`src/core/scpr_defs.svh`:
```
`ifndef SCPR_DEFS_SVH
`define SCPR_DEFS_SVH
// Stored capacity in bits and derived address width
`define SCPR_CAPACITY      1048576
`define SCPR_ADDR_W        20
// Reset polarity option value after reset: 1 = active high
`define SCPR_RST_POL_RESET 1'b1
// Fastest supported loader clock, in kHz
`define SCPR_FMAX_KHZ      15000
`define SCPR_CLK_KHZ       25000
// Depth of the data FIFO
`define SCPR_FIFO_DEPTH    8
`endif

```
`src/core/scpr_pkg.sv`:
```
`include "scpr_defs.svh"
package scpr_pkg;
   typedef logic [`SCPR_ADDR_W-1:0] scpr_addr_type;

   typedef struct packed {
      logic chip_select_n;
      logic reset_gate;
      logic loader_configuration_clock;
   } scpr_pins_type;

   typedef struct packed {
      logic data;
      logic data_oe;
      logic chain_select_out;
   } scpr_out_type;

   typedef struct packed {
      logic [1:0] ptr;
      logic       full;
   } scpr_fifo_meta_type;
endpackage : scpr_pkg

```
`src/core/scpr_fifo.sv`:
```
module scpr_fifo
   import scpr_pkg::*;
#(
   parameter int WIDTH = 1,
   parameter int DEPTH = 8
) (
   input  wire logic             clk_i,
   input  wire logic             nrst_i,
   input  wire logic             flush_i,
   input  wire logic             in_valid_i,
   output logic                  in_ready_o,
   input  wire logic [WIDTH-1:0] in_data_i,
   output logic                  out_valid_o,
   input  wire logic             out_ready_i,
   output logic      [WIDTH-1:0] out_data_o
);
   localparam int AW = $clog2(DEPTH);

   typedef struct packed {
      logic [DEPTH-1:0][WIDTH-1:0] mem;
      logic [AW-1:0]               wr;
      logic [AW-1:0]               rd;
      logic [AW:0]                 count;
   } scpr_fifo_state_type;

   scpr_fifo_state_type st;
   scpr_fifo_state_type next_st;
   logic                push;
   logic                pop;

   function automatic logic [AW-1:0] scpr_wrap(input logic [AW-1:0] p);
      scpr_wrap = (p == AW'(DEPTH - 1)) ? '0 : AW'(p + 1'b1);
   endfunction : scpr_wrap

   always_comb begin
      next_st = st;
      push    = in_valid_i && (st.count != (AW+1)'(DEPTH));
      pop     = out_ready_i && (st.count != '0);
      if (push) begin
         next_st.mem[st.wr] = in_data_i;
         next_st.wr         = scpr_wrap(st.wr);
      end
      if (pop) begin
         next_st.rd = scpr_wrap(st.rd);
      end
      next_st.count = (AW+1)'(st.count + push - pop);
      if (flush_i) begin
         next_st.wr    = '0;
         next_st.rd    = '0;
         next_st.count = '0;
      end
   end

   always_ff @(posedge clk_i) begin
      if (!nrst_i) begin
         st <= '0;
      end else begin
         st <= next_st;
      end
   end

   assign in_ready_o  = (st.count != (AW+1)'(DEPTH));
   assign out_valid_o = (st.count != '0);
   assign out_data_o  = st.mem[st.rd];
endmodule : scpr_fifo

```
`src/core/scpr_reader.sv`:
```
// Overview of operation
// - Count up on clock rise when enabled
// - Float data unless select and gate active
// - Reset state holds counter zero, data floated
// - Reset polarity selectable, default active high
// - Select high freezes, floats, enters standby
// - Chain select out feeds next chip select
// - Next bit appears after each rising edge
// - Valid data up to 15 MHz clock
// - Chain out low only when past terminal
// - Gate inactive after readout keeps out high
// - Terminal count is highest address, then stop
// - Clock after last bit hands line over
`include "scpr_defs.svh"
module scpr_reader
   import scpr_pkg::*;
#(
   parameter int CAPACITY = `SCPR_CAPACITY,
   parameter int ADDR_W   = `SCPR_ADDR_W
) (
   input  wire logic              clk_i,
   input  wire logic              nrst_i,
   input  wire logic              loader_configuration_clock_i,
   input  wire logic              chip_select_n_i,
   input  wire logic              reset_gate_i,
   input  wire logic              reset_active_high_i,
   input  wire logic              polarity_load_i,
   output logic [ADDR_W-1:0]      mem_addr_o,
   input  wire logic              mem_bit_i,
   output logic                   data_o,
   output logic                   data_oe_o,
   output logic                   chain_select_out_o,
   output logic                   standby_o,
   output logic                   past_terminal_o
);
   // Sampling needs at least one fast cycle per clock phase
   localparam int MIN_RATIO = (`SCPR_CLK_KHZ + `SCPR_FMAX_KHZ - 1) / `SCPR_FMAX_KHZ;
   localparam logic [ADDR_W-1:0] TERMINAL = ADDR_W'(CAPACITY - 1);

   typedef struct packed {
      scpr_pins_type     s1;
      scpr_pins_type     s2;
      logic              clk_prev;
      logic              rst_pol;
      logic [ADDR_W-1:0] addr;
      logic              past;
      logic              fetch;
      logic              data;
      logic              data_oe;
      logic              chain;
      logic              standby;
   } scpr_state_type;

   scpr_state_type st;
   scpr_state_type next_st;
   logic           reset_on;
   logic           enabled;
   logic           rise;
   logic           fifo_in_ready;
   logic           fifo_out_valid;
   logic           fifo_data;
   logic           fifo_pop;

   always_comb begin
      next_st    = st;
      next_st.s1 = '{chip_select_n:              chip_select_n_i,
                     reset_gate:                 reset_gate_i,
                     loader_configuration_clock: loader_configuration_clock_i};
      next_st.s2 = st.s1;
      next_st.clk_prev = st.s2.loader_configuration_clock;
      rise     = st.s2.loader_configuration_clock && !st.clk_prev;
      reset_on = (st.s2.reset_gate == st.rst_pol);
      enabled  = !st.s2.chip_select_n && !reset_on;
      fifo_pop = 1'b0;
      next_st.fetch = 1'b0;
      if (polarity_load_i) begin
         next_st.rst_pol = reset_active_high_i;
      end
      if (reset_on) begin
         next_st.addr  = '0;
         // Clearing here keeps chain output high until the next readout
         next_st.past  = 1'b0;
         // Queue the bit at address zero so it waits for the first rise
         next_st.fetch = 1'b1;
      end else if (enabled && rise && fifo_in_ready) begin
         // Stop changing once beyond the highest address
         if (!st.past) begin
            if (st.addr == TERMINAL) begin
               next_st.past = 1'b1;
            end else begin
               next_st.addr  = ADDR_W'(st.addr + 1'b1);
               next_st.fetch = 1'b1;
            end
         end
      end
      if (fifo_out_valid) begin
         fifo_pop     = 1'b1;
         next_st.data = fifo_data;
      end
      next_st.data_oe = enabled && !st.past && !next_st.past;
      next_st.chain   = !(enabled && st.past);
      next_st.standby = st.s2.chip_select_n;
   end

   always_ff @(posedge clk_i) begin
      if (!nrst_i) begin
         st         <= '0;
         st.rst_pol <= `SCPR_RST_POL_RESET;
         st.chain   <= 1'b1;
         // Synchronisers start deselected and in reset, so no drive glitch
         st.s1.chip_select_n <= 1'b1;
         st.s2.chip_select_n <= 1'b1;
         st.s1.reset_gate    <= `SCPR_RST_POL_RESET;
         st.s2.reset_gate    <= `SCPR_RST_POL_RESET;
      end else begin
         st <= next_st;
      end
   end

   // Holds the addressed bit; flushed by reset, but data_o drives its old bit for one cycle after reset ends
   scpr_fifo #(
      .WIDTH (1),
      .DEPTH (`SCPR_FIFO_DEPTH)
   ) u_fifo (
      .clk_i       (clk_i),
      .nrst_i      (nrst_i),
      .flush_i     (reset_on),
      .in_valid_i  (st.fetch),
      .in_ready_o  (fifo_in_ready),
      .in_data_i   (mem_bit_i),
      .out_valid_o (fifo_out_valid),
      .out_ready_i (fifo_pop),
      .out_data_o  (fifo_data)
   );

   assign mem_addr_o         = st.addr;
   assign data_o             = st.data;
   assign data_oe_o          = st.data_oe;
   assign chain_select_out_o = st.chain;
   assign standby_o          = st.standby;
   assign past_terminal_o    = st.past;
endmodule : scpr_reader

```
`config.mk`:
```
export PLATFORM = sky130hd
export DESIGN_NAME = scpr_reader
export DESIGN_NICKNAME = d
export VERILOG_FILES = /design/src/core/scpr_pkg.sv /design/src/core/scpr_fifo.sv /design/src/core/scpr_reader.sv
export VERILOG_INCLUDE_DIRS = /design/src /design/src/core
export SDC_FILE = /design/constraint.sdc
export NUM_CORES = 1
export LEC_CHECK = 0
export CAP_MARGIN = 20
export CELL_PAD_IN_SITES_DETAIL_PLACEMENT = 1
export CELL_PAD_IN_SITES_GLOBAL_PLACEMENT = 1
export CORE_MARGIN = 5
export CORE_UTILIZATION = 30
export CTS_BUF_LIST = sky130_fd_sc_hd__clkbuf_16
export DETAILED_ROUTE_END_ITERATION = 6
export DONT_BUFFER_PORTS = 1
export PLACE_DENSITY_LB_ADDON = 0.1
export SLEW_MARGIN = 10
export SYNTH_ARGS = -nofsm -noshare
export SYNTH_HDL_FRONTEND = slang
export SYNTH_HIERARCHICAL = 1
export SYNTH_SLANG_ARGS = --single-unit
```
`constraint.sdc`:
```
create_clock -name clk_i -period 4.4 [get_ports clk_i]
set_input_delay 0.44 -clock clk_i [delete_from_list [all_inputs] [get_ports clk_i]]
set_output_delay 0.44 -clock clk_i [all_outputs]
set_load 0.05 [all_outputs]
```
==> results.md, run 1 <==
Run status:
- The run finished with clean final reports.

Global route:
- The first global-routing pass estimated 9640 um of wire.
- The global routing met1 resource utilization is 14.7%.
- The most heavily used metal layer in global routing is met2.
- The number of antenna violations at the first check in global routing is 0.
- The largest net degree at the start of global routing is 25.
- In the global route stage, met3 resource usage came out at 2.91%.
- The global-route met2 utilization is 19.6%.
- Global routing used 11.5% of the available tracks.
- The via count of the first global-routing pass is 1840.
- The leftover overflow at the end of global routing is 0.

Logic synthesis:
- The post-synthesis mux area share is 6.44%.
- The cell accounting for the most synthesized area is dfxtp_1.
- In the post-synthesis netlist, the cell with the most instances is dfxtp_1.
- Counting instances in the post-synthesis netlist gives the leading cell types as dfxtp_1, nand2_1, buf_4, a21oi_1, nor2_1.
- After synthesis, the share of flip-flops with an asynchronous set or reset is 0%.
- In the post-synthesis netlist, the biggest area contributors are dfxtp_1, buf_4, ha_1.
- The largest family of logic cells by synthesized area is simple AND/OR/NAND/NOR gates.
- When the netlist entered floorplanning its net count stood at 304.
- The average instance area after synthesis is 9.10 sq um.
- Summing the areas of all compound-gate instances in the mapped netlist gives 10.6% of the synthesized area.
- Yosys printed 6 warnings.
- The number of distinct library cells after synthesis is 48.
- The cell count after synthesis is 284.
- The number of synthesized flops with an enable pin is 0.
- The mapped netlist covers 0.00258 sq mm.
- Of the total synthesized cell area, the portion taken by XOR and XNOR cells is 3.39%.
- The arithmetic-cell share of the synthesized area counting full adders, half adders and majority gates is 6.10%.
- The post-synthesis share of cell area spent on and, or, nand and nor gates is 23.3%.
- The share of the synthesized area in the top cell type is 40.3%.
- The sequential cell area fraction in the yosys report is 40.3%.
- The synthesized design contains 52 register bits.
- The most instantiated flip-flop cell in the synthesis netlist is dfxtp_1.

Power and ir drop:
- The power density of the placed cells is 335 mW/mm^2.
- Overall power consumption after layout is estimated at 0.888 mW.
- IR analysis of the VDD net gives a maximum drop of 0.130 mV.
- The switching part of the total power is 21.8%.
- The internal power of the cells totals 0.694 mW.
- The fraction of power consumed by sequential logic is 54.7%.
- Of the total power, the clock network draws 41.9%.
- Summed over all cells, the static leakage comes to 0.862 nW.
- Combinational cells account for 3.4% of the total power.
- The reported net switching power is 0.193 mW.

Critical path:
- STA puts the critical path data required time at 4.58 ns.
- Of all nets on the critical path, the largest fanout is 5.
- STA classifies the critical path endpoint as a flop.
- At the worst endpoint, the arrival time is 2.94 ns.
- Walking the worst path, the cells encountered are ha_1 -> and4_1 -> nand4_1 -> nor3_1 -> a41oi_1 -> and2_1.
- The slowest stage of the critical path belongs to the cell dfxtp_1.
- The startpoint kind of the worst setup timing path is a flop.
- The largest stage delay on the critical path is 0.71 ns.
- The worst setup path is of the flop to flop kind.

Place:
- Input and output buffers added on the ports amount to 0.
- At the end of routability-driven placement, the weighted congestion stood at 0.746.
- The post-DP HPWL is 4220 um.
- The number of cells after detailed placement is 360.

Hold path:
- The worst hold path class is input port to flop.

Drt:
- Dividing the detail-routed via count by the number of cells gives 5.04.
- The via total after detailed routing is 1853.
- For this run, design rule violations remaining after detail routing come to 0.
- Once detail routing completed, the nets flagged for antenna violations numbered 0.
- After the first detailed-routing iteration, the DRC count stood at 46.
- The count of TritonRoute iterations in the first routing pass is 4.
- The post-detailed-route wirelength per cell is 15.8 um.
- The total detailed-routing wirelength is 5800 um.

STA:
- The number of setup violations in the final report is 0.
- The transition time at the pin with the least slew margin is 1.06 ns.
- The total count of hold-check failures in the final report is 0.
- The sum of negative setup slack is 0 ns.
- The ratio of final minimum period to clock period is 62.6%.
- Between clock sinks in the finished design, the worst skew comes to 0.00638 ns.
- Setup repair after global routing left no endpoint under its margin.
- Headroom to the max-slew limit came out at 28.6%.
- After layout, the minimum clock period comes to 2.75 ns.
- Based on the critical path, the design can be clocked at up to 363 MHz.
- The final number of max-transition violations was 0.

CTS:
- The clock insertion delay at the later pin of the skew report is 0.29 ns.
- The post-cts hold buffer count is 0.
- TritonCTS built the clock tree.
- CTS placed an instance of clkbuf_16 at the clock tree root.
- The CTS H-tree depth is 2.
- The number of buffers on the longest clock path is 2.
- The number of setup buffers added after CTS is 0.
- Clock tree synthesis inserted a total of 5 buffers.
- The clock net sink count is 52.
- After clock tree synthesis, the repair step resized 0 gates.
- The clock transition at the registers of the reported paths is 0.07 ns.

Floorplan:
- The die outline height is 103 um.
- The core outline area is 0.00830 sq mm.
- The die covers 0.0106 sq mm.
- The overall die width is 103 um.
- The number of placement rows is 33.
- The initial utilization of the core area, before any placement, comes to 31.1%.
- The number of top-level pins is 33.

Job:
- Across the run, the number of max-cap violations was 0.

Cells and area:
- The non-filler instance count after layout is 368.
- The number of antenna diodes in the final layout is 0.
- Compared with the post-synthesis result, the final layout area differs by 2.66%.
- The proportion of layout cells with a drive suffix above 1 is 5.32%.
- The final layout contains 282 nets.
==> through the flow <==
step | hold slack, ns | setup WS (ns) | utilization [%] | area [sq um]
detailed placement | 0.401 | 1.63 | 30.3 | 2520
global route | 0.207 | 1.32 | 32.0 | 2650
global placement | 0.388 | 1.63 | 30.3 | 2520
CTS | 0.208 | 1.62 | 32.0 | 2650
floorplan | 0.386 | 1.97 | - | 2580
finish | 0.217 | 1.65 | 32.0 | 2650
==> state kept, by name (all words and copies together), names as in the netlist <==
signal and count:
data_o 1, st 4, standby_o 1, chain_select_out_o 1
data_oe_o 1, mem_addr_o 20, next_st 5, u_fifo/st 18
past_terminal_o 1
==> area by class of cell <==
class	instances	area, sq um
inverter	13	48.8
tap	105	131
multi-input combinational	189	1290
clock buffer	5	125
sequential	52	1040
timing repair buffer	1	7.51
fill	968	5650
clock inverter	3	11.3
==> placed cells by master, fill, tap and decap left out, types with 2 or more instances in the layout <==
cell type and count:
nand4_1 4, nor4_1 4, or4b_1 2, inv_1 15, xnor2_1 9, clkbuf_16 5, a21o_1 2, nand2_1 25
and4_1 3, nor3_1 5, nor4b_1 4, o31ai_1 4, a211oi_1 5, or4_1 5, nor2_1 17, and2_1 6
mux2i_1 11, o21ai_0 9, ha_1 11, nor3b_1 2, a21oi_1 17, dfxtp_1 52, or3_1 3, mux4_2 2
nand3_1 12, nor2b_1 3, or2_2 2, nand2b_1 7
==> cell families after synthesis <==
family,count (synthesis)
AND/OR/NAND/NOR,109
flip-flops,52
AO/OA/AOI/OAI,44
multiplexers,14
buffers and inverters,43
adder cells (fa/ha/maj),12
XOR/XNOR,10
==> power by group through the flow <==
stage	Clock [mW]	Combinational, mW	Sequential (mW)
finish	0.372	0.0305	0.485
global route	0.411	0.0352	0.486
CTS	0.391	0.0314	0.485
detailed placement	0	0.0313	0.496
global placement	0	0.0313	0.496
floorplan	0	0.0277	0.494
==> layer usage <==
metal  wire length [um]  up-vias  share of wire, %
met5                  0        -                 0
met2               2790       16                48
met4                 29        0              0.50
li1                   -      937                 -
met1               2790      898                48
met3                189        2               3.3
==> worst max-delay path, delay by kind of cell, from the launching register on <==
kind | cells | cell delay, ns
fa+ha+maj | 1 | 0.31
simple gates | 4 | 1.41
flops | 1 | 0.71
compound gates | 1 | 0.21
==> final timing paths <==
kind	from	to	slack, ns	cells after the start
max	mem_addr_o[0]	data_oe_o	1.65	6
min	nrst_i	st[26]	0.22	1
max reg2reg	mem_addr_o[0]	data_oe_o	1.65	6
min reg2reg	next_st[30]	next_st[0]	0.41	1
Power figures use the tool's default switching activity.
==> inputs of run 2 (changes only) <==
==> constraint.sdc (replaced) <==
create_clock -name clk_i -period 2.4 [get_ports clk_i]
set_input_delay 0.24 -clock clk_i [delete_from_list [all_inputs] [get_ports clk_i]]
set_output_delay 0.24 -clock clk_i [all_outputs]
set_load 0.05 [all_outputs]
==> run 2 against run 1 <==
  * Highest routed layer unchanged
  * Sequential cell count unchanged
  * Clock skew is 0.0010 ns lower
  * Clock power is 90% higher
  * Die area did not move
  * Combinational power grew 120%
  * Hold slack worse by 0.20 ns
  * Via count up 8.2%
  * Worst setup slack worse by 1.5 ns
==> results.md, run 2 (synthesized netlist as in run 1, its figures left out) <==
Cells and area:
- The number of flip-flops under the largest register name was 20 (unchanged).
- The final design utilization came to 36.1% (was 32.0%).
- The leading cell type in the layout, fill and taps excluded is dfxtp_1 (unchanged).
- The post-layout net count is 317 (was 282).
- The final instance area came to 0.00300 sq mm (was 0.00265 sq mm).
- The proportion of layout cells with a drive suffix above 1 was 22.1% (was 5.32%).
- The antenna cell count is 0 (unchanged).
- The relative area change from synthesis to final layout is 15.9% (was 2.66%).
- The non-filler instance count after layout is 403 (was 368).
- Most frequent cells in the layout: dfxtp_1, buf_4, nand2_1, nor2_1, a21oi_1 (was dfxtp_1, nand2_1, nor2_1, a21oi_1, inv_1).

Power and ir drop:
- The clock network fraction of total power is 42.5% (was 41.9%).
- The fraction of power consumed by sequential logic is 53.4% (was 54.7%).
- The internal cell power is 1.29 mW (was 0.694 mW).
- The combinational fraction of design power was 4.0% (was 3.4%).
- The total leakage power is 1.05 nW (was 0.862 nW).
- The switching part of the total power is 22.5% (was 21.8%).
- The peak supply drop is 0.253 mV (was 0.130 mV).
- The total design power came to 1.66 mW (was 0.888 mW).
- The reported net switching power is 0.375 mW (was 0.193 mW).
- The power density of the placed cells is 556 mW/mm^2 (was 335 mW/mm^2).

Global route:
- The via count of the first global-routing pass is 2142 (was 1840).
- The largest net degree at the start of global routing was 25 (unchanged).
- The leftover overflow at the end of global routing is 0 (unchanged).
- The number of antenna violations at the first check in global routing is 0 (unchanged).
- The global-route usage over all layers is 13.1% (was 11.5%).
- The first-pass GRT wire length is 10900 um (was 9640 um).

CTS:
- The clock transition at the registers of the reported paths is 0.07 ns (about the same).
- The cell at the root of the clock tree is clkbuf_16 (unchanged).
- The clock insertion delay at the later pin of the skew report is 0.29 ns (about the same).
- The total clock buffers created by CTS is 5 (unchanged).
- The CTS tree was yes (unchanged).
- The CTS H-tree depth was 2 (unchanged).
- The clock net sink count is 52 (unchanged).
- The number of buffers on the longest clock path was 2 (unchanged).

Drt:
- The number of routed nets with antenna violations is 0 (unchanged).
- The iteration-0 DRC count of the detailed router is 46 (unchanged).
- The total detailed-routing wirelength is 6350 um (was 5800 um).
- The ratio of routed vias to standard cells was 4.98 (was 5.04).
- The via total after detailed routing is 2005 (was 1853).
- The number of DRC violations after detailed routing is 0 (unchanged).
- The post-detailed-route wirelength per cell is 15.8 um (about the same).
- The count of TritonRoute iterations in the first routing pass came to 4 (unchanged).

Critical path:
- The required time of the worst setup path came to 2.62 ns (was 4.58 ns).
- The class of the most critical setup path is flop to flop (unchanged).
- The startpoint kind of the worst setup timing path is a flop (unchanged).
- The kind of end point of the critical path is a flop (unchanged).
- The worst reg2reg path depth came to 9 (was 6).
- The arrival time of the worst setup path came to 2.51 ns (was 2.94 ns).
- The worst-path maximum fanout is 5 (unchanged).

STA:
- The total count of hold-check failures in the final report is 0 (unchanged).
- The final critical-path required period is 2.29 ns (was 2.75 ns).
- The transition time at the pin with the least slew margin is 0.516 ns (was 1.06 ns).
- The final number of max-transition violations is 0 (unchanged).
- The worst max-slew margin expressed relative to the limit is 65.6% (was 28.6%).
- The final worst clock skew is 0.00534 ns (was 0.00638 ns).
- The sum of negative setup slack is 0 ns (unchanged).
- The ratio of final minimum period to clock period is 95.4% (was 62.6%).
- The number of setup violations in the final report came to 0 (unchanged).
- The maximum operating frequency is 437 MHz (was 363 MHz).

Hold path:
- The worst hold path class is input port to flop (unchanged).
- The number of instances on the worst hold path is 1 (unchanged).

Job:
- The number of maximum-capacitance violations was 0 (unchanged).

Place:
- The number of buffers inserted by port buffering is 0 (unchanged).
- The routability congestion estimate from global placement was 0.749 (was 0.746).
- The number of cells after detailed placement is 393 (was 360).
- The placement-stage cell area is 0.00277 sq mm (was 0.00252 sq mm).
- The post-DP HPWL is 4680 um (was 4220 um).

Floorplan:
- The initial standard-cell utilization of the core is 31.1% (unchanged).
- The number of top-level pins is 33 (unchanged).
- The die outline height is 103 um (unchanged).
- The core outline area is 0.00830 sq mm (unchanged).
- The number of placement rows is 33 (unchanged).
- The die area is 0.0106 sq mm (unchanged).
- The overall die width was 103 um (unchanged).

Run status:
- Run status: finished clean (unchanged).
==> run 2: through the flow <==
step	setup WS (ns)	hold WS [ns]
2_1_floorplan	0.00983	0.313
4_1_cts	0.0143	0.00121
5_1_grt	-0.000290	0.00938
6_report	0.110	0.0210
3_5_place_dp	0.0295	0.313
3_3_place_gp	0.0996	0.306
==> run 2: final timing paths <==
| kind | start | endpoint | slack [ns] |
|---|---|---|---|
| max | u_fifo/st[2] | mem_addr_o[13] | 0.11 |
| min | nrst_i | next_st[0] | 0.02 |
| max reg2reg | u_fifo/st[2] | mem_addr_o[13] | 0.11 |
| min reg2reg | next_st[30] | next_st[0] | 0.41 |
==> run 2: area by class of cell <==
| cell class | instances | area [sq um] |
|---|---|---|
| well taps | 105 | 131 |
| inverters | 13 | 48.8 |
| repair buffers | 35 | 265 |
| flip-flops and latches | 52 | 1040 |
| clock buffers | 5 | 125 |
| clock inverters | 3 | 18.8 |
| fillers | 945 | 5300 |
| multi-input cells | 190 | 1360 |
==> run 2: power groups by stage <==
stage	combinational (mW)	sequential, mW	clock (mW)
finish	0.0667	0.889	0.708
global route	0.0762	0.892	0.789
CTS	0.0675	0.889	0.740
detailed placement	0.0671	0.910	0
global placement	0.0662	0.910	0
floorplan	0.0510	0.906	0
==> run 2: critical path, cell delays in order (launching register included) <==
cell and delay [ns]:
dfxtp_2 0.33, inv_2 0.05, ha_1 0.18, nor3b_2 0.16, inv_2 0.09, nand2_1 0.06
or4b_4 0.53, or2_4 0.29, or4_4 0.42, a21oi_2 0.12
==> run 2: metal layers <==
layer | GRT usage (%) | vias to the layer above | wire, um
li1 | - | 1007 | -
met1 | 17.1 | 978 | 3050
met2 | 21.9 | 15 | 3090
met3 | 2.91 | 5 | 138
met4 | 3.29 | 0 | 71
met5 | 0 | - | 0
==> run 2: what timing repair did <==
action,4_1_cts,5_1_grt
hold buffers,0,1
buffers inserted,0,0
endpoints found under the setup margin,0,13
endpoints found under the hold margin,0,1
gates resized for setup,0,15
==> inputs of run 3 (changes only) <==
--- a/config.mk
+++ b/config.mk
@@ -6,6 +6,7 @@
 export SDC_FILE = /design/constraint.sdc
 export NUM_CORES = 1
 export LEC_CHECK = 0
+export ABC_AREA = 1
 export CAP_MARGIN = 20
 export CELL_PAD_IN_SITES_DETAIL_PLACEMENT = 1
 export CELL_PAD_IN_SITES_GLOBAL_PLACEMENT = 1
==> run 3 against run 2 <==
  * Die area up 13%
  * Clock skew up 0.00085 ns
  * Synthesized area up 14%
  * First-iteration DRC count down 20%
  * Power up 2.4%
  * Combinational power up 43%
  * Final area up 7.4%
  * Clock-buffer cell count unchanged
  * Critical path depth up 2
  * Core utilization down 2.9 points
  * Register-to-register slack better by 0.11 ns
  * Largest cell class unchanged
  * Highest routed layer unchanged
==> results.md, run 3 <==
Cells and area:
- The proportion of layout cells with a drive suffix above 1 is 15.9% (was 22.1%).
- The count of filler cells inserted in the layout is 1239 (was 945).
- The number of flip-flops under the largest register name is 20 (unchanged).
- Most frequent cells in the layout: nand2_1, nor2_1, dfxtp_1, inv_1, nand3_1 (was dfxtp_1, buf_4, nand2_1, nor2_1, a21oi_1).
- The final design utilization is 33.2% (was 36.1%).
- The leading cell type in the layout, fill and taps excluded is nand2_1 (was dfxtp_1).
- The post-layout net count is 434 (was 317).
- The sequential cell area in the final layout came to 0.00104 sq mm (about the same).
- The multi-input logic area is 0.00150 sq mm (was 0.00136 sq mm).
- The relative area change from synthesis to final layout came to 9.13% (was 15.9%).
- The antenna cell count is 0 (unchanged).

Floorplan:
- The initial standard-cell utilization of the core was 30.4% (was 31.1%).
- The die area came to 0.0119 sq mm (was 0.0106 sq mm).
- The number of top-level pins is 33 (unchanged).
- The number of placement rows was 36 (was 33).
- The core outline area is 0.00968 sq mm (was 0.00830 sq mm).
- The die outline height came to 109 um (was 103 um).
- The overall die width is 109 um (was 103 um).

CTS:
- The clock insertion delay at the later pin of the skew report was 0.29 ns (about the same).
- The clock transition at the registers of the reported paths was 0.07 ns (about the same).
- The total clock buffers created by CTS came to 5 (unchanged).
- The post-cts hold buffer count is 0 (unchanged).
- The CTS tree is yes (unchanged).
- The number of gates resized after cts was 0 (unchanged).
- The CTS H-tree depth was 2 (unchanged).
- The clock net sink count is 52 (unchanged).
- The cell at the root of the clock tree is clkbuf_16 (unchanged).
- The number of buffers on the longest clock path is 2 (unchanged).
- The count of buffers added by post-CTS timing repair for setup is 0 (unchanged).

Logic synthesis:
- The most instantiated flip-flop cell in the synthesis netlist is dfxtp_1 (unchanged).
- The number of distinct library cells after synthesis is 28 (was 48).
- The post-synth design cell area came to 0.00295 sq mm (was 0.00258 sq mm).
- The synthesized flop and latch total is 52 (unchanged).
- Largest cells by area after synthesis: dfxtp_1, nand2_1, nor2_1 (was dfxtp_1, buf_4, ha_1).
- The async set-reset flop share out of synthesis is 0% (unchanged).
- Leading cell types by count after synthesis: nand2_1, nor2_1, dfxtp_1, inv_1, nand3_1 (was dfxtp_1, nand2_1, buf_4, a21oi_1, nor2_1).
- The sequential cell area fraction in the yosys report came to 35.3% (was 40.3%).
- The number of synthesized flops with an enable pin came to 0 (unchanged).
- The cell accounting for the most synthesized area is dfxtp_1 (unchanged).
- The cell count after synthesis is 411 (was 284).
- The total of warnings raised by yosys is 6 (unchanged).
- The average instance area after synthesis was 7.17 sq um (was 9.10 sq um).
- The net count after synthesis is 431 (was 304).
- The most used standard cell by instance count after synthesis is nand2_1 (was dfxtp_1).
- The share of the synthesized area in the top cell type was 35.3% (was 40.3%).

Run status:
- Run status: finished clean (unchanged).

Place:
- The worst slack after detailed placement is 0.222 ns (was 0.0295 ns).
- The number of buffers inserted by port buffering is 0 (unchanged).
- The post-DP HPWL is 5460 um (was 4680 um).
- The routability congestion estimate from global placement was 0.778 (was 0.749).

Power and ir drop:
- The total leakage power is 1.33 nW (was 1.05 nW).
- The power density of the placed cells is 530 mW/mm^2 (was 556 mW/mm^2).
- The peak supply drop was 0.341 mV (was 0.253 mV).

Critical path:
- The class of the most critical setup path was flop to flop (unchanged).
- The startpoint of the worst-slack reg-to-reg timing path is u_fifo/st[2] (unchanged).
- The arrival time of the worst setup path was 2.37 ns (was 2.51 ns).
- The required time of the worst setup path came to 2.59 ns (was 2.62 ns).
- The origin of the worst setup path is u_fifo/st[2] (unchanged).
- The kind of end point of the critical path is a flop (unchanged).
- The worst-path maximum fanout was 11 (was 5).
- The startpoint kind of the worst setup timing path is a flop (unchanged).

Global route:
- The number of antenna violations at the first check in global routing is 0 (unchanged).
- The global-route usage over all layers is 13.1% (about the same).
- The largest net degree at the start of global routing is 18 (was 25).
- The via count of the first global-routing pass is 2578 (was 2142).
- The first-pass GRT wire length was 12300 um (was 10900 um).
- The leftover overflow at the end of global routing is 0 (unchanged).

STA:
- The transition time at the pin with the least slew margin is 0.504 ns (was 0.516 ns).
- The total count of hold-check failures in the final report was 0 (unchanged).
- The maximum operating frequency came to 459 MHz (was 437 MHz).
- The final number of max-transition violations is 0 (unchanged).
- The ratio of final minimum period to clock period is 90.7% (was 95.4%).
- Setup repair after global routing left no endpoint under its margin.
- The final worst clock skew is 0.00619 ns (was 0.00534 ns).
- The number of setup violations in the final report came to 0 (unchanged).
- The sum of negative setup slack was 0 ns (unchanged).
- The worst setup slack after layout is 0.222 ns (was 0.110 ns).
- The final critical-path required period is 2.18 ns (was 2.29 ns).
- The worst max-slew margin expressed relative to the limit came to 66.4% (was 65.6%).

Drt:
- The number of DRC violations after detailed routing is 0 (unchanged).
- The total detailed-routing wirelength is 7190 um (was 6350 um).
- The via total after detailed routing is 2452 (was 2005).
- The number of routed nets with antenna violations was 0 (unchanged).
- The ratio of routed vias to standard cells came to 4.47 (was 4.98).
- The iteration-0 DRC count of the detailed router is 37 (was 46).
- The post-detailed-route wirelength per cell is 13.1 um (was 15.8 um).
- The count of TritonRoute iterations in the first routing pass came to 4 (unchanged).

Job:
- The number of maximum-capacitance violations is 0 (unchanged).

Hold path:
- The worst hold path class is input port to flop (unchanged).
- The start point of the worst min-delay path is polarity_load_i (was nrst_i).
run 3: cell count changes in the layout (fill, tap and decap cells not counted), sizes merged, moves of 5 or more:
cell / delta
and2: -6
mux2i: -11
buf: -9
nor2: +64
xor2: +5
nand2b: -8
a211oi: -5
nand2: +70
nand3: +15
nand4: +5
inv: +36
or4: -5
run 3: path summary, 6_finish.rpt:
path,cells past startpoint,endpoint,slack (ns)
max,11,u_fifo/st[2],0.22
min,1,st[26],0.04
max reg2reg,11,u_fifo/st[2],0.22
min reg2reg,1,st[29],0.42
run 3: cell type report:
cell class,count,share of cell area (%)
clock inverters,3,0.467
inverters,48,5.60
flip-flops and latches,52,32.4
clock buffers,5,3.89
well taps,133,5.18
multi-input cells,282,46.7
repair buffers,25,5.84
run 3: report_power, final:
group | switching, mW | total (mW) | internal [mW] | leakage (nW)
combinational | 0.0632 | 0.0953 | 0.0321 | 0.844
clock | 0.327 | 0.707 | 0.380 | 0.0687
sequential | 0.0233 | 0.902 | 0.878 | 0.422
run 3: cells by family after synthesis:
logic type | count (synthesis) | share of synthesized area [%]
fa+ha+maj | 12 | 5.35
simple gates | 222 | 34.5
buf+inv | 77 | 13.8
xor+xnor | 12 | 3.57
flops | 52 | 35.3
compound gates | 36 | 7.52
run 3: metrics by stage:
step,area (sq um),total power [mW],hold slack (ns),cells
2_1_floorplan,2950,1.00,0.333,411
3_3_place_gp,3080,1.02,0.339,540
3_5_place_dp,3080,1.02,0.347,540
4_1_cts,3220,1.74,0.0335,548
5_1_grt,3220,1.80,0.0384,548
6_report,3220,1.70,0.0426,548
run 3: worst max-delay path, cell delays in order, from the launching register on:
cell	delay [ns]
dfxtp_1	0.31
inv_1	0.07
ha_1	0.23
nand3_4	0.16
nand2_4	0.14
ha_1	0.32
inv_1	0.06
ha_1	0.16
inv_1	0.06
fa_1	0.37
xor2_1	0.16
nor2_1	0.05
run 3: layer usage:
layer | part of all wire (%) | vias to the layer above | global-route usage (%)
met5 | 0 | - | 0
met4 | 0.64 | 0 | 2.71
met1 | 50 | 1151 | 17.5
li1 | - | 1267 | -
met3 | 4.8 | 4 | 3.32
met2 | 45 | 30 | 21.4
